[src/include/acddpc_pkg.sv]
package acddpc_pkg;

    // ------------------------------------------------------------------
    // Register offsets on the serial control port
    // ------------------------------------------------------------------
    localparam logic [14:0] OFS_DEVICE_CHANNEL_INDEX = 15'h0008;
    localparam logic [14:0] OFS_REFERENCE_SOURCE_SELECT = 15'h0024;
    localparam logic [14:0] OFS_TEMP_DIODE_CONTROL = 15'h0028;
    localparam logic [14:0] OFS_POWER_MODE_CONTROL_A = 15'h003f;
    localparam logic [14:0] OFS_POWER_MODE_AND_PIN_FUNCTION = 15'h0040;
    localparam logic [14:0] OFS_CLOCK_DIVIDER_RATIO = 15'h010b;
    localparam logic [14:0] OFS_HALF_CYCLE_DELAY_CONTROL = 15'h010c;
    localparam logic [14:0] OFS_DIVIDER_SYNC_CONTROL = 15'h010d;
    localparam logic [14:0] OFS_FINE_DELAY_ENABLE = 15'h0117;
    localparam logic [14:0] OFS_FINE_DELAY_VALUE = 15'h0118;
    localparam logic [14:0] OFS_STANDBY_OUTPUT_CONTROL = 15'h0571;

    // ------------------------------------------------------------------
    // Field positions and codes
    // ------------------------------------------------------------------
    localparam int BIT_SYNC_ENABLE = 7;
    localparam int BIT_STANDBY_K_CHARS = 7;
    localparam int BIT_FINE_ENABLE = 0;
    localparam int BIT_TEMP_DIODE_ENABLE = 0;
    localparam int BIT_REF_EXTERNAL = 0;
    localparam int BIT_SOFT_POWER_DOWN = 0;
    localparam int BIT_HALF_DELAY = 0;
    localparam int LSB_PIN_FUNCTION = 6;
    localparam logic [1:0] PIN_FUNC_POWER_DOWN = 2'h0;
    localparam logic [1:0] PIN_FUNC_STANDBY = 2'h1;
    localparam logic [1:0] DIV_BY_1 = 2'h0;
    localparam logic [1:0] DIV_BY_2 = 2'h1;
    localparam logic [1:0] DIV_BY_4 = 2'h2;
    localparam logic [1:0] DIV_BY_8 = 2'h3;
    localparam logic [2:0] DETECT_SEL_TEMP_DIODE = 3'h6;

    // ------------------------------------------------------------------
    // Reset values
    // ------------------------------------------------------------------
    localparam logic [7:0] RST_DEVICE_CHANNEL_INDEX = 8'h03;
    localparam logic [7:0] RST_ZERO = 8'h00;

    // ------------------------------------------------------------------
    // Serial frame layout and timing
    // ------------------------------------------------------------------
    localparam int INSTR_BITS = 16;
    localparam int DATA_BITS = 8;
    localparam int CLOCK_PERIOD_NS = 20;

    typedef enum logic [1:0] {
        SER_IDLE = 2'b00,
        SER_INSTR = 2'b01,
        SER_DATA = 2'b10,
        SER_DONE = 2'b11
    } acddpc_ser_t;

endpackage

[src/verilog/acddpc_top.sv]
// What this block does
// - Input clock divides by one, two, four or eight per the divider ratio register.
// - A valid SYSREF event resets the divider to a programmable phase.
// - SYSREF alignment works only while bit 7 of divider sync control is set.
// - Half-cycle phase delay is enabled separately per channel.
// - Writing the half-cycle delay register leaves the serial link undisturbed.
// - Fine delay enable is bit 0; the fine delay value is an eight-bit field.
// - Fine delay spans about -151.7 ps to +150 ps per channel, 1.7 ps steps.
// - Fine delay takes effect right after the enabling write, no extra command.
// - Setting the fine delay enable bit resets the converter datapath.
// - Changing the fine delay value does not disturb the serial link.
// - Power pin selects full power-down or standby; power-down after reset.
// - Power pin is active high.
// - Full power-down stops the serial output link.
// - Full power-down can also be requested through the power mode registers.
// - Standby keeps the link running and sends zero samples.
// - With standby output bit 7 set, standby sends /K/ characters instead.
// - Temperature diode control bit 0 enables or disables the diode.
// - Three-bit pin function field chooses the fast-detect pin source.
// - Reference select chooses internal or external 1.0 V reference.
// - Divide-by-two output has a 50% duty cycle regardless of input.
`timescale 1ns/1ps

module acddpc_top (
    // Clock and reset
    input wire logic CLOCK,
    input wire logic ARST_N,
    // Serial control port
    input wire logic CSB_N,
    input wire logic SCLK,
    input wire logic SDIO_IN,
    output logic SDIO_OUT,
    output logic SDIO_OE_N,
    // Alignment and power pins
    input wire logic SYSREF,
    input wire logic POWER_STANDBY_PIN,
    // Sample clock path controls
    output logic [1:0] DIV_CLK,
    output logic [1:0] SAMPLE_TICK,
    output logic [1:0] HALF_CYCLE_DELAY,
    output logic [1:0] FINE_DELAY_EN,
    output logic [15:0] FINE_DELAY_CODE,
    output logic DATAPATH_RESET,
    // Power and link state
    output logic FULL_POWER_DOWN,
    output logic STANDBY,
    output logic LINK_ENABLE,
    output logic SEND_ZERO_SAMPLES,
    output logic SEND_K_CHARS,
    // Analog housekeeping
    output logic TEMP_DIODE_EN,
    output logic [2:0] CHANNEL_A_FAST_DETECT_SEL,
    output logic TEMP_TO_CHANNEL_A_FAST_DETECT_PIN,
    output logic REF_EXTERNAL
);

    // ------------------------------------------------------------------
    // State
    // ------------------------------------------------------------------
    typedef struct packed {
        acddpc_pkg::acddpc_ser_t ser;
        logic sclk_q;
        logic [4:0] bit_cnt;
        logic [15:0] shift;
        logic rd;
        logic [14:0] addr;
        logic [7:0] out_shift;
        logic sdio_out;
        logic sdio_oe_n;
        logic [7:0] dev_index;
        logic [7:0] ref_sel;
        logic [7:0] temp_ctl;
        logic [7:0] pwr_a;
        logic [7:0] pwr_pin_fn;
        logic [7:0] div_ratio;
        logic [1:0][7:0] half_delay;
        logic [7:0] sync_ctl;
        logic [1:0][7:0] fine_en;
        logic [1:0][7:0] fine_val;
        logic [7:0] standby_ctl;
        logic sysref_q;
        logic [2:0] div_cnt;
        logic [1:0] div_clk;
        logic [1:0] tick;
        logic dp_rst;
        logic power_down;
        logic standby;
    } acddpc_state_t;

    acddpc_state_t cur;
    acddpc_state_t next_cur;

    // ------------------------------------------------------------------
    // Helpers
    // ------------------------------------------------------------------

    // Mask of live divider counter bits for a ratio code.
    function automatic logic [2:0] ratio_mask(input logic [1:0] code);
        logic [2:0] m;
        m = 3'h0;
        case (code)
            acddpc_pkg::DIV_BY_2: m = 3'h1;
            acddpc_pkg::DIV_BY_4: m = 3'h3;
            acddpc_pkg::DIV_BY_8: m = 3'h7;
            default: m = 3'h0;
        endcase
        return m;
    endfunction

    // Read mux; per-channel registers read back channel A when it is selected.
    function automatic logic [7:0] read_reg(input acddpc_state_t s, input logic [14:0] a);
        logic [7:0] d;
        logic ch;
        d = 8'h00;
        ch = ~s.dev_index[0];
        if (a == acddpc_pkg::OFS_DEVICE_CHANNEL_INDEX) begin
            d = s.dev_index;
        end else if (a == acddpc_pkg::OFS_REFERENCE_SOURCE_SELECT) begin
            d = s.ref_sel;
        end else if (a == acddpc_pkg::OFS_TEMP_DIODE_CONTROL) begin
            d = s.temp_ctl;
        end else if (a == acddpc_pkg::OFS_POWER_MODE_CONTROL_A) begin
            d = s.pwr_a;
        end else if (a == acddpc_pkg::OFS_POWER_MODE_AND_PIN_FUNCTION) begin
            d = s.pwr_pin_fn;
        end else if (a == acddpc_pkg::OFS_CLOCK_DIVIDER_RATIO) begin
            d = s.div_ratio;
        end else if (a == acddpc_pkg::OFS_HALF_CYCLE_DELAY_CONTROL) begin
            d = s.half_delay[ch];
        end else if (a == acddpc_pkg::OFS_DIVIDER_SYNC_CONTROL) begin
            d = s.sync_ctl;
        end else if (a == acddpc_pkg::OFS_FINE_DELAY_ENABLE) begin
            d = s.fine_en[ch];
        end else if (a == acddpc_pkg::OFS_FINE_DELAY_VALUE) begin
            d = s.fine_val[ch];
        end else if (a == acddpc_pkg::OFS_STANDBY_OUTPUT_CONTROL) begin
            d = s.standby_ctl;
        end else begin
            d = 8'h00;
        end
        return d;
    endfunction

    // ------------------------------------------------------------------
    // Next-state logic
    // ------------------------------------------------------------------

    // All behaviour is computed here from the registered state and the pins.
    always_comb begin
        logic sclk_rise;
        logic sclk_fall;
        logic wr_now;
        logic [7:0] wdata;
        logic [2:0] mask;
        logic sysref_rise;
        logic pin_power_down;
        logic pin_standby;
        next_cur = cur;
        sclk_rise = SCLK & ~cur.sclk_q;
        sclk_fall = ~SCLK & cur.sclk_q;
        wr_now = 1'b0;
        wdata = {cur.shift[6:0], SDIO_IN};
        mask = ratio_mask(cur.div_ratio[1:0]);
        sysref_rise = SYSREF & ~cur.sysref_q;
        pin_power_down = 1'b0;
        pin_standby = 1'b0;
        next_cur.sclk_q = SCLK;
        next_cur.sysref_q = SYSREF;
        next_cur.dp_rst = 1'b0;

        // Serial control port: 16-bit instruction then one data byte, MSB first.
        // Bits are taken on SCLK rising, read data changes on SCLK falling.
        if (CSB_N) begin
            next_cur.ser = acddpc_pkg::SER_IDLE;
            next_cur.sdio_oe_n = 1'b1;
            next_cur.bit_cnt = 5'h00;
        end else begin
            case (cur.ser)
                acddpc_pkg::SER_IDLE: begin
                    next_cur.ser = acddpc_pkg::SER_INSTR;
                    next_cur.bit_cnt = 5'h00;
                    if (sclk_rise) begin
                        next_cur.shift = {cur.shift[14:0], SDIO_IN};
                        next_cur.bit_cnt = 5'h01;
                    end
                end
                acddpc_pkg::SER_INSTR: begin
                    if (sclk_rise) begin
                        next_cur.shift = {cur.shift[14:0], SDIO_IN};
                        next_cur.bit_cnt = cur.bit_cnt + 5'h01;
                        if (cur.bit_cnt == 5'(acddpc_pkg::INSTR_BITS - 1)) begin
                            next_cur.rd = cur.shift[14];
                            next_cur.addr = {cur.shift[13:0], SDIO_IN};
                            next_cur.out_shift = read_reg(cur, {cur.shift[13:0], SDIO_IN});
                            next_cur.bit_cnt = 5'h00;
                            next_cur.ser = acddpc_pkg::SER_DATA;
                        end
                    end
                end
                acddpc_pkg::SER_DATA: begin
                    if (sclk_fall && cur.rd) begin
                        next_cur.sdio_out = cur.out_shift[7];
                        next_cur.sdio_oe_n = 1'b0;
                        next_cur.out_shift = {cur.out_shift[6:0], 1'b0};
                    end
                    if (sclk_rise) begin
                        next_cur.shift = {cur.shift[14:0], SDIO_IN};
                        next_cur.bit_cnt = cur.bit_cnt + 5'h01;
                        if (cur.bit_cnt == 5'(acddpc_pkg::DATA_BITS - 1)) begin
                            wr_now = ~cur.rd;
                            next_cur.ser = acddpc_pkg::SER_DONE;
                        end
                    end
                end
                acddpc_pkg::SER_DONE: begin
                    // Further bits in the frame are ignored; release the line after the byte.
                    if (sclk_fall) begin
                        next_cur.sdio_oe_n = 1'b1;
                    end
                end
                default: begin
                    next_cur.ser = acddpc_pkg::SER_IDLE;
                end
            endcase
        end

        // Register writes. Per-channel registers go to every channel selected in
        // the index register. The diode control is local to channel A only, so a
        // write with channel A deselected is dropped.
        if (wr_now) begin
            if (cur.addr == acddpc_pkg::OFS_DEVICE_CHANNEL_INDEX) begin
                next_cur.dev_index = wdata;
            end else if (cur.addr == acddpc_pkg::OFS_REFERENCE_SOURCE_SELECT) begin
                next_cur.ref_sel = wdata;
            end else if (cur.addr == acddpc_pkg::OFS_TEMP_DIODE_CONTROL) begin
                if (cur.dev_index[0]) begin
                    next_cur.temp_ctl = wdata;
                end
            end else if (cur.addr == acddpc_pkg::OFS_POWER_MODE_CONTROL_A) begin
                next_cur.pwr_a = wdata;
            end else if (cur.addr == acddpc_pkg::OFS_POWER_MODE_AND_PIN_FUNCTION) begin
                next_cur.pwr_pin_fn = wdata;
            end else if (cur.addr == acddpc_pkg::OFS_CLOCK_DIVIDER_RATIO) begin
                next_cur.div_ratio = wdata;
            end else if (cur.addr == acddpc_pkg::OFS_HALF_CYCLE_DELAY_CONTROL) begin
                // No datapath or link reset is raised here, so the link keeps lock.
                for (int c = 0; c < 2; c++) begin
                    if (cur.dev_index[c]) begin
                        next_cur.half_delay[c] = wdata;
                    end
                end
            end else if (cur.addr == acddpc_pkg::OFS_DIVIDER_SYNC_CONTROL) begin
                next_cur.sync_ctl = wdata;
            end else if (cur.addr == acddpc_pkg::OFS_FINE_DELAY_ENABLE) begin
                for (int c = 0; c < 2; c++) begin
                    if (cur.dev_index[c]) begin
                        next_cur.fine_en[c] = wdata;
                        // Only a 0-to-1 change of the enable resets the datapath.
                        if (wdata[acddpc_pkg::BIT_FINE_ENABLE]
                            && !cur.fine_en[c][acddpc_pkg::BIT_FINE_ENABLE]) begin
                            next_cur.dp_rst = 1'b1;
                        end
                    end
                end
            end else if (cur.addr == acddpc_pkg::OFS_FINE_DELAY_VALUE) begin
                // The value is retimed straight to the delay line, with no reset.
                for (int c = 0; c < 2; c++) begin
                    if (cur.dev_index[c]) begin
                        next_cur.fine_val[c] = wdata;
                    end
                end
            end else if (cur.addr == acddpc_pkg::OFS_STANDBY_OUTPUT_CONTROL) begin
                next_cur.standby_ctl = wdata;
            end
        end

        // Divider counter. A SYSREF edge reloads the programmed phase only while
        // alignment is enabled; otherwise the counter free-runs untouched.
        if (sysref_rise && cur.sync_ctl[acddpc_pkg::BIT_SYNC_ENABLE]) begin
            next_cur.div_cnt = cur.sync_ctl[2:0] & mask;
        end else if ((cur.div_cnt & mask) == mask) begin
            next_cur.div_cnt = 3'h0;
        end else begin
            next_cur.div_cnt = (cur.div_cnt + 3'h1) & mask;
        end

        // Divided clock per channel. Taking a counter bit gives equal high and
        // low times, so divide-by-two is 50% however the input duty looks.
        for (int c = 0; c < 2; c++) begin
            next_cur.tick[c] = (next_cur.div_cnt == 3'h0) && !cur.power_down;
            case (cur.div_ratio[1:0])
                acddpc_pkg::DIV_BY_2: next_cur.div_clk[c] = next_cur.div_cnt[0];
                acddpc_pkg::DIV_BY_4: next_cur.div_clk[c] = next_cur.div_cnt[1];
                acddpc_pkg::DIV_BY_8: next_cur.div_clk[c] = next_cur.div_cnt[2];
                default: next_cur.div_clk[c] = 1'b1;
            endcase
            if (cur.power_down) begin
                next_cur.div_clk[c] = 1'b0;
            end
        end

        // Power modes. The pin is active high; its function resets to power-down.
        if (cur.pwr_pin_fn[7:6] == acddpc_pkg::PIN_FUNC_POWER_DOWN) begin
            pin_power_down = POWER_STANDBY_PIN;
        end else if (cur.pwr_pin_fn[7:6] == acddpc_pkg::PIN_FUNC_STANDBY) begin
            pin_standby = POWER_STANDBY_PIN;
        end
        next_cur.power_down = pin_power_down
            | cur.pwr_a[acddpc_pkg::BIT_SOFT_POWER_DOWN];
        next_cur.standby = pin_standby & ~next_cur.power_down;
    end

    // ------------------------------------------------------------------
    // State register
    // ------------------------------------------------------------------

    // Every register runs on every edge; reset loads constants only.
    always_ff @(posedge CLOCK or negedge ARST_N) begin
        if (!ARST_N) begin
            cur <= '0;
            cur.ser <= acddpc_pkg::SER_IDLE;
            cur.sdio_oe_n <= 1'b1;
            cur.dev_index <= acddpc_pkg::RST_DEVICE_CHANNEL_INDEX;
            cur.pwr_pin_fn <= acddpc_pkg::RST_ZERO;
        end else begin
            cur <= next_cur;
        end
    end

    // ------------------------------------------------------------------
    // Outputs
    // ------------------------------------------------------------------

    // All outputs are flop-driven fields of the state, some through simple gates or a compare.
    assign SDIO_OUT = cur.sdio_out;
    assign SDIO_OE_N = cur.sdio_oe_n;
    assign DIV_CLK = cur.div_clk;
    assign SAMPLE_TICK = cur.tick;
    assign HALF_CYCLE_DELAY = {cur.half_delay[1][acddpc_pkg::BIT_HALF_DELAY],
                               cur.half_delay[0][acddpc_pkg::BIT_HALF_DELAY]};
    assign FINE_DELAY_EN = {cur.fine_en[1][acddpc_pkg::BIT_FINE_ENABLE],
                            cur.fine_en[0][acddpc_pkg::BIT_FINE_ENABLE]};
    assign FINE_DELAY_CODE = {cur.fine_val[1], cur.fine_val[0]};
    assign DATAPATH_RESET = cur.dp_rst;
    assign FULL_POWER_DOWN = cur.power_down;
    assign STANDBY = cur.standby;
    // The link is only dropped by full power-down; standby keeps it framed.
    assign LINK_ENABLE = ~cur.power_down;
    assign SEND_ZERO_SAMPLES =
        cur.standby & ~cur.standby_ctl[acddpc_pkg::BIT_STANDBY_K_CHARS];
    assign SEND_K_CHARS =
        cur.standby & cur.standby_ctl[acddpc_pkg::BIT_STANDBY_K_CHARS];
    assign TEMP_DIODE_EN = cur.temp_ctl[acddpc_pkg::BIT_TEMP_DIODE_ENABLE];
    assign CHANNEL_A_FAST_DETECT_SEL = cur.pwr_pin_fn[2:0];
    assign TEMP_TO_CHANNEL_A_FAST_DETECT_PIN =
        (cur.pwr_pin_fn[2:0] == acddpc_pkg::DETECT_SEL_TEMP_DIODE);
    assign REF_EXTERNAL = cur.ref_sel[acddpc_pkg::BIT_REF_EXTERNAL];

endmodule

[config.mk]
export PLATFORM = sky130hd
export DESIGN_NAME = acddpc_top
export DESIGN_NICKNAME = d
export VERILOG_FILES = /design/src/include/acddpc_pkg.sv /design/src/verilog/acddpc_top.sv
export SDC_FILE = /design/constraint.sdc
export NUM_CORES = 1
export LEC_CHECK = 0
export BUFFER_PORTS_ARGS = -buffer_cell sky130_fd_sc_hd__buf_2
export CAP_MARGIN = 10
export CORE_ASPECT_RATIO = 1.1
export CORE_MARGIN = 5
export CORE_UTILIZATION = 40
export CTS_BUF_LIST = sky130_fd_sc_hd__clkbuf_4 sky130_fd_sc_hd__clkbuf_8
export CTS_CLUSTER_DIAMETER = 80
export CTS_CLUSTER_SIZE = 24
export DETAILED_ROUTE_END_ITERATION = 8
export SLEW_MARGIN = 10
export SYNTH_ARGS = -nofsm -noshare
export SYNTH_HDL_FRONTEND = slang
export SYNTH_SLANG_ARGS = --single-unit
[constraint.sdc]
create_clock -name CLOCK -period 4.2 [get_ports CLOCK]
set_input_delay 0.42 -clock CLOCK [delete_from_list [all_inputs] [get_ports CLOCK]]
set_output_delay 0.42 -clock CLOCK [all_outputs]
set_load 0.005 [all_outputs]
; After elaboration in Yosys (flattened, before gate mapping)
; Index checks and enable logic that the tools add are counted.
[op_classes]
add_sub_neg = 2
mul = 0
div = 0
n_lt_le_gt_ge = 1
n_eq_ne = 44
shift = 0
n_mux = 61
bitwise = 29
n_reduce_logical = 36
[op_table]
columns = cell, count
row1 = "15-bit by 9-bit == test with 1-bit output, second input constant", 10
row2 = 8-bit two-way mux, 17
row3 = "15-bit by 6-bit == test with 1-bit output, second input constant", 6
row4 = 21-bit case mux with 3 select lines, 1
row5 = 45-bit two-way mux, 1
row6 = 12-bit AND reduction, 3
row7 = "15-bit by 11-bit == test with 1-bit output, second input constant", 2
row8 = "15-bit by 4-bit == test with 1-bit output, second input constant", 2
row9 = "15-bit by 7-bit == test with 1-bit output, second input constant", 2
row10 = 9-bit AND reduction, 3
row11 = 5-bit AND reduction, 5
row12 = 1-bit two-way mux, 24
row13 = 24-bit two-way mux, 1
row14 = 11-bit AND reduction, 2
row15 = 21-bit two-way mux, 1
row16 = 1-bit inverter, 19
row17 = "3-bit != test, second input constant", 6
row18 = 17-bit two-way mux, 1
row19 = 8-bit case mux with 2 select lines, 1
row20 = 3-bit AND reduction, 4
row21 = 10-bit two-way mux, 1
row22 = 2-bit two-way mux, 5
row23 = 5-bit two-way mux, 2
row24 = "2-bit != test, second input constant", 5
row25 = other kinds (28), 49
[word_totals]
regBits = 170
latchBits = 0
ramBits = 0
rom_bits = 0
memories = 0

; Logic depth before layout (Yosys ltp)
; Gate-level depths: netlist (run 1).
[depth]
word_depth = 17
depth_mapped = 10

; Worst setup path after synthesis (run 1)
; Ideal clock, no wire load.
[synth_timing]
kind = register to register
from = reg cur[165] (netlist bit)
to = reg cur[91] (netlist bit)
setup_ps = 125
arrival_ps = 2332
required_time_ps = 4075
slack_ps = 1743
path_stages_with_launch = 8
synth_period_minus_slack_ps = 2457
cell_sequence = dfrtp_1 > ha_1 > nand4bb_1 > or4_1 > buf_2 > nand2b_4 > nor4_4 > mux2_2
[synth_between]
elab_chain_len = 6
[synth_rtl]
columns = item, line
row1 = start: declaration, acddpc_top.sv:90  ; acddpc_state_t cur;
row2 = start signal: assignment, acddpc_top.sv:326  ; cur <= next_cur;
row3 = 5-bit by 3-bit == test with 1-bit output, acddpc_top.sv:209  ; if (cur.bit_cnt == 5'(acddpc_pkg::DATA_BITS - 1)) begin
row4 = 1-bit two-way mux, acddpc_top.sv:209
row5 = 1-bit two-way mux, acddpc_top.sv:206  ; if (sclk_rise) begin
row6 = 1-bit two-way mux, acddpc_top.sv:178  ; case (cur.ser)
row7 = 1-bit two-way mux, acddpc_top.sv:173  ; if (CSB_N) begin
row8 = 5-bit AND reduction (no source line), --
; Every way passes these cells.
; A chain may end at the register's enable or synchronous reset.

; Worst setup path after layout (run 1)
[layout_timing]
from = reg cur[158] (netlist bit)
to = reg cur[129] (netlist bit)
[layout_between]
elab_chain_len = 15
word_cells_on_any_way = 25
[layout_rtl]
columns = item, line
row1 = 15-bit by 11-bit == test with 1-bit output, acddpc_top.sv:136  ; end else if (a == acddpc_pkg::OFS_STANDBY_OUTPUT_CONTROL) begin
row2 = 8-bit two-way mux, acddpc_top.sv:136
row3 = 8-bit two-way mux, acddpc_top.sv:134  ; end else if (a == acddpc_pkg::OFS_FINE_DELAY_VALUE) begin
row4 = 8-bit two-way mux, acddpc_top.sv:132  ; end else if (a == acddpc_pkg::OFS_FINE_DELAY_ENABLE) begin
row5 = 8-bit two-way mux, acddpc_top.sv:130  ; end else if (a == acddpc_pkg::OFS_DIVIDER_SYNC_CONTROL) begin
row6 = 8-bit two-way mux, acddpc_top.sv:128  ; end else if (a == acddpc_pkg::OFS_HALF_CYCLE_DELAY_CONTROL) begin
row7 = 8-bit two-way mux, acddpc_top.sv:126  ; end else if (a == acddpc_pkg::OFS_CLOCK_DIVIDER_RATIO) begin
row8 = 8-bit two-way mux, acddpc_top.sv:124  ; end else if (a == acddpc_pkg::OFS_POWER_MODE_AND_PIN_FUNCTION) begin
row9 = 8-bit two-way mux, acddpc_top.sv:122  ; end else if (a == acddpc_pkg::OFS_POWER_MODE_CONTROL_A) begin
row10 = 8-bit two-way mux, acddpc_top.sv:120  ; end else if (a == acddpc_pkg::OFS_TEMP_DIODE_CONTROL) begin
row11 = 8-bit two-way mux, acddpc_top.sv:118  ; end else if (a == acddpc_pkg::OFS_REFERENCE_SOURCE_SELECT) begin
row12 = 8-bit two-way mux (*), acddpc_top.sv:116  ; if (a == acddpc_pkg::OFS_DEVICE_CHANNEL_INDEX) begin
row13 = 24-bit two-way mux (*), acddpc_top.sv:191  ; if (cur.bit_cnt == 5'(acddpc_pkg::INSTR_BITS - 1)) begin
row14 = 45-bit two-way mux (*), acddpc_top.sv:188  ; if (sclk_rise) begin
row15 = 8-bit case mux with 2 select lines (*), acddpc_top.sv:178
; Mark *: on every way between the ends. The rest lies on a longest branch, timed or not. The select of a mux whose other input is x is not followed.

==> reports/qor.txt, run 1 <==
RSZ-0062 raised after global routing = false
Post-Synthesis Cells = 784
core area = 0.0220 sq mm
H-tree Lvls = 4
Antenna Cells = 0
Die H = 166 microns
vias in the first global route = 6129
required time of the worst setup path = 4.60 ns
gpl congestion = 0.849
clk root buf = clkbuf_8
Port-buffer cells = 44
fill count = 2048
asr flop ratio synth = 100%
crit path max fanout = 8
EDFF count, synth = 0
Routed Antenna Nets = 0
headroom to the max-slew limit = 24.7%
vias = 6249
PwrDens = 368 mW/mm^2
WHS = 0.0504 ns
Peak VDD IR = 0.165 mV
Hold Vio Cnt, Final = 0
Critical Path, Cell by Cell = or4_4 > or2_2 > nor4_2 > a222oi_1 > nand3_1 > o221a_2
Fmax achieved = 334 MHz
slowest cell delay on critical path = 0.84 ns
detailed-route DRC error count = 0
Post-CTS Setup Bufs = 0
number of synthesis warnings = 0
share of layout cells above drive strength 1 = 35.0%
Period minus WS final = 3.00 ns
TritonCTS buffer count = 17
grt total ovfl = 0
WL met2 = 10700 microns
Post-CTS Hold Fix Bufs = 0
die width = 152 microns
crit end category = flip-flop
synth top area cells = dfrtp_1 (47%), mux2_2 (19%), nand2_1 (3.0%)
CTS tree = done
area delta synth->final = 8.42%
DIE AREA = 0.0253 sq mm
Ports = 45
top cells by count, synth = dfrtp_1 (167), mux2_2 (147), nand2_1 (71)
Finished Core Util = 43.8%
Unique masters post-synth = 69
Avg Cell Area, Syn = 11.4 sq um
Sequential Area = 0.00426 sq mm
LEAKAGE = 0.00444 uW
post-synth top area share = 46.9%
first-pass GRT wire length = 36000 microns
critical path depth = 6
wirelength, routed = 22700 microns
HP Class = input pin to async pin
clk slew on worst S/H paths = 0.09 ns
Sink Count = 170
Top Metal Used = met4
Post-Syn Area = 0.00890 sq mm
M1 WL = 10300 microns
critical path's top delay family = simple AND/OR/NAND/NOR gates
met3 WL = 1120 microns
routed len/inst = 20.7 microns
Crit path arrival time = 3.40 ns
most frequent cell after synthesis = dfrtp_1
nets@finish = 803
Final HPWL DP = 15700 microns
fin cells = 1096
ys flop type = dfrtp_1
slowest cell on the critical path = nor4_2
largest net degree at the start of global routing = 101
GRT Overall Usage = 17.9%
Multi-input gate area = 0.00420 sq mm
initial antenna violation count = 0
Final TNS setup = 0 ns
Buffers & Inverters on Critical Path = 0
Placement Rows = 57
Post-Syn Nets = 799
crit path kind = flip-flop to flip-flop
DP Cell Count = 1064
clock latency on the worst-skew pair = 0.47 ns
Resized cells post-CTS = 0
number of max-cap violations = 0
register bit total from synthesis = 170
leading area contributor after synthesis = dfrtp_1
Final Max Slew Viols = 0
period utilisation layout = 71.4%
R2R depth = 6
clock skew = 0.0200 ns
First-pass DRT Iterations = 6
Worst Setup Start Kind = flip-flop
share of the yosys chip area belonging to registers = 47.8%
CTS max path bufs = 2
worst slew pin tran = 1.12 ns
status = completed
Via density = 5.70
Setup Viol. Count Final = 0
1st-iter DRT viols = 651
initial core utilization = 40.4%
-- kinds of logic (layout without fill, tap and decap cells) --
logic type | count (synthesis) | after routing | share of synthesized area, %
and+or+nand+nor | 221 | 221 | 15.1
DFF | 170 | 170 | 47.8
muxes | 159 | 159 | 20.4
AOI/OAI and AO/OA | 136 | 136 | 10.4
buffers and inverters | 89 | 106 | 5.06
adders and majority gates | 8 | 8 | 1.12
xor gates and xnor gates | 1 | 1 | 0.0984
-- cell usage in the layout, fill, tap and decap left out, types with 8 or more instances in the layout --
master / instances
a21oi_1: 19
mux2_2: 147
nor2_1: 21
inv_1: 16
buf_4: 13
o21a_1: 8
nand2b_1: 10
clkbuf_8: 19
o32ai_1: 15
a22oi_1: 8
a211o_1: 8
or4_1: 10
buf_2: 43
nand3_1: 18
mux2_4: 8
nand2_1: 71
dfrtp_1: 167
nor2b_1: 8
ha_1: 8
o21ai_0: 45
and4_1: 8
-- path summary, 6_finish.rpt --
| kind | startpoint | to | slack, ns |
|---|---|---|---|
| setup / recovery | cur[158] | cur[129] | 1.20 |
| hold / removal | ARST_N | FINE_DELAY_CODE[3] | 0.05 |
| setup reg to reg | cur[158] | cur[129] | 1.20 |
| hold reg to reg | cur[163] | cur[163] | 0.48 |
| max in group asynchronous | ARST_N | SDIO_OE_N | 3.21 |
| min in group CLOCK | SYSREF | cur[10] | 0.10 |
-- sequential cells by signal, summed over array words and instances (netlist names), 2 cells and up --
signal and count:
FINE_DELAY_EN 2, CHANNEL_A_FAST_DETECT_SEL 3, cur 138, HALF_CYCLE_DELAY 2
FINE_DELAY_CODE 16
-- layer usage --
metal | global-route usage [%] | vias up
met5 | 0 | -
met4 | 6.33 | 0
met3 | 3.66 | 28
met2 | 28.3 | 165
met1 | 24.6 | 3178
li1 | - | 2878
-- layout make-up --
type / instances / area share [%]
Sequential cell: 170 / 44.1
Multi-Input combinational cell: 525 / 43.5
Tap cell: 295 / 3.82
Timing Repair Buffer: 58 / 3.56
Clock buffer: 21 / 2.86
Clock inverter: 11 / 1.50
Inverter: 16 / 0.622
-- stage by stage --
step | power [uW] | worst slack (ns) | cell area (sq um)
floorplan | 2170 | 1.74 | 8900
finish | 3550 | 1.20 | 9650
CTS | 3590 | 1.25 | 9650
detailed placement | 2340 | 1.15 | 9230
global placement | 2340 | 1.07 | 9230
global route | 3740 | 1.11 | 9650
-- worst reg2reg max path, delay by kind of cell (launching register included) --
family / cells / cell delay (ns)
compound gates: 2 / 0.45
flops: 1 / 0.50
simple gates: 4 / 1.98
-- power breakdown --
group | switching [uW] | leakage (uW) | internal [uW]
registers | 60.0 | 0.00234 | 1690
logic | 354 | 0.00188 | 211
clock network | 606 | 0.000220 | 633
total | 1020 | 0.00444 | 2530
No activity file was read; power rests on OpenSTA's default activity.
==> run 2: changes to the inputs <==
Clock period 4.2 ns to 3.05 ns, I/O delays scaled along.
==> run 2 against run 1 <==
Via count up 1.4%. Combinational power grew 48%. Critical path depth is the same. Core utilization rose by 0.84 points. Worst setup slack worse by 0.98 ns. Final area grew 1.9%. Clock power increased by 26%. Sequential power increased by 37%. Routed wire length down 2.8%. Flip-flop and latch count unchanged. Die area did not move. Highest routed layer is now met5.
==> reports/qor.txt, run 2 (same netlist as run 1, synthesis figures left out) <==
status = completed
clock skew = 0.0144 ns
grt total ovfl = 0
LEAKAGE = 0.00456 uW
PwrDens = 487 mW/mm^2
Antenna Cells = 0
initial core utilization = 40.4%
Routed Antenna Nets = 0
worst slew pin tran = 0.734 ns
clock latency on the worst-skew pair = 0.47 ns
Crit path arrival time = 3.18 ns
commonest non-fill, non-tap cell in the layout = dfrtp_1
fin cells = 1123
grt met1 use = 23.9%
Setup Viol. Count Final = 0
reg2reg end = FINE_DELAY_CODE[5]
Worst Setup Start Kind = flip-flop
Port-buffer cells = 44
required time of the worst setup path = 3.40 ns
crit end category = flip-flop
Fmax achieved = 354 MHz
clk slew on worst S/H paths = 0.08 ns
Sink Count = 170
share of layout cells above drive strength 1 = 36.7%
Ports = 45
Final HPWL DP = 15200 microns
design area = 0.00984 sq mm
commonest non-fill, non-tap cells in the layout = dfrtp_1 (167), mux2_2 (147), nand2_1 (71), o21ai_0 (45), buf_2 (43)
met3 usage = 3.45%
Peak VDD IR = 0.209 mV
CTS tree = done
nets@finish = 833
Finished Core Util = 44.6%
headroom to the max-slew limit = 51.0%
TritonCTS buffer count = 17
first-pass GRT wire length = 36100 microns
GR peak layer = met2
wirelength, routed = 22100 microns
routed len/inst = 19.6 microns
DIE AREA = 0.0253 sq mm
area delta synth->final = 10.5%
gpl congestion = 0.845
Largest register FFs = 138
Reg2Reg Launch Point = cur[165]
initial antenna violation count = 1
largest net degree at the start of global routing = 83
met2 Use GR = 28.4%
Final TNS setup = 0 ns
detailed-route DRC error count = 0
Period minus WS final = 2.83 ns
Post-CTS Setup Bufs = 0
Resized cells post-CTS = 0
HP Class = input pin to flip-flop
CTS max path bufs = 2
Final Max Slew Viols = 0
crit path kind = flip-flop to flip-flop
crit path max fanout = 8
Placed Instance Area = 0.00943 sq mm
H-tree Lvls = 4
Hold Path Origin = POWER_STANDBY_PIN
hold endpoint = STANDBY
hold depth = 3
Top reg by flops = cur
number of max-cap violations = 0
RSZ-0062 raised after global routing = false
R2R depth = 6
1st-iter DRT viols = 477
period utilisation layout = 92.7%
Placement Rows = 57
Post-CTS Hold Fix Bufs = 3
Via density = 5.64
core area = 0.0220 sq mm
vias in the first global route = 6349
Hold Vio Cnt, Final = 0
First-pass DRT Iterations = 5
die width = 152 microns
DP Cell Count = 1091
clk root buf = clkbuf_8
Die H = 166 microns
vias = 6337
r2r setup slk = 0.22 ns
GRT Overall Usage = 17.7%
-- run 2: changes by cell type in the layout (fill, tap and decap cells not counted) --
cell,previous run,this run
buf_4,13,40
bufinv_16,3,2
clkinv_2,4,3
clkinv_4,4,0
clkinvlp_4,0,3
dlygate4sd3_1,0,3
-- run 2: worst max path at each step --
stage,from,endpoint,slack (ns),depth (start not counted)
2_1_floorplan,cur[165],cur[91],0.59,7
3_3_place_gp,cur[165],FINE_DELAY_CODE[1],0.25,6
3_5_place_dp,cur[165],FINE_DELAY_CODE[1],0.22,6
4_1_cts,cur[165],FINE_DELAY_CODE[5],0.21,6
5_1_grt,cur[165],cur[45],0.04,6
6_report,cur[165],FINE_DELAY_CODE[5],0.22,6
-- run 2: metrics by stage --
step / hold WS (ns) / worst slack, ns / total power [uW]
global route: 0.115 / 0.0353 / 5050
global placement: 0.302 / 0.247 / 3260
CTS: 0.0914 / 0.211 / 4840
detailed placement: 0.304 / 0.216 / 3270
floorplan: 0.00941 / 0.593 / 2990
finish: 0.121 / 0.221 / 4790
-- run 2: worst max-delay path: stages (launching register included) --
cell and delay (ns):
dfrtp_1 0.40, ha_1 0.23, nand4bb_1 0.19, or4_1 0.71, nor2_2 0.32, and3_1 0.48, mux2_2 0.38
-- run 2: final cells by class --
type | instances | area, sq um
clock buffers | 21 | 277
clock inverters | 8 | 97.6
fillers | 2087 | 12200
inverters | 16 | 60.1
multi-input cells | 525 | 4200
flip-flops and latches | 170 | 4260
well taps | 295 | 369
repair buffers | 88 | 577
-- run 2: metal layers --
layer / vias to the layer above / wire length (microns)
li1: 2924 / -
met1: 3212 / 10100
met4: 2 / 652
met2: 163 / 10400
met3: 36 / 865
met5: - / 7
-- run 2: report_power, final --
part / switching [uW] / internal, uW
sequential: 60.2 / 2330
combinational: 521 / 318
clock: 793 / 770
total: 1370 / 3410
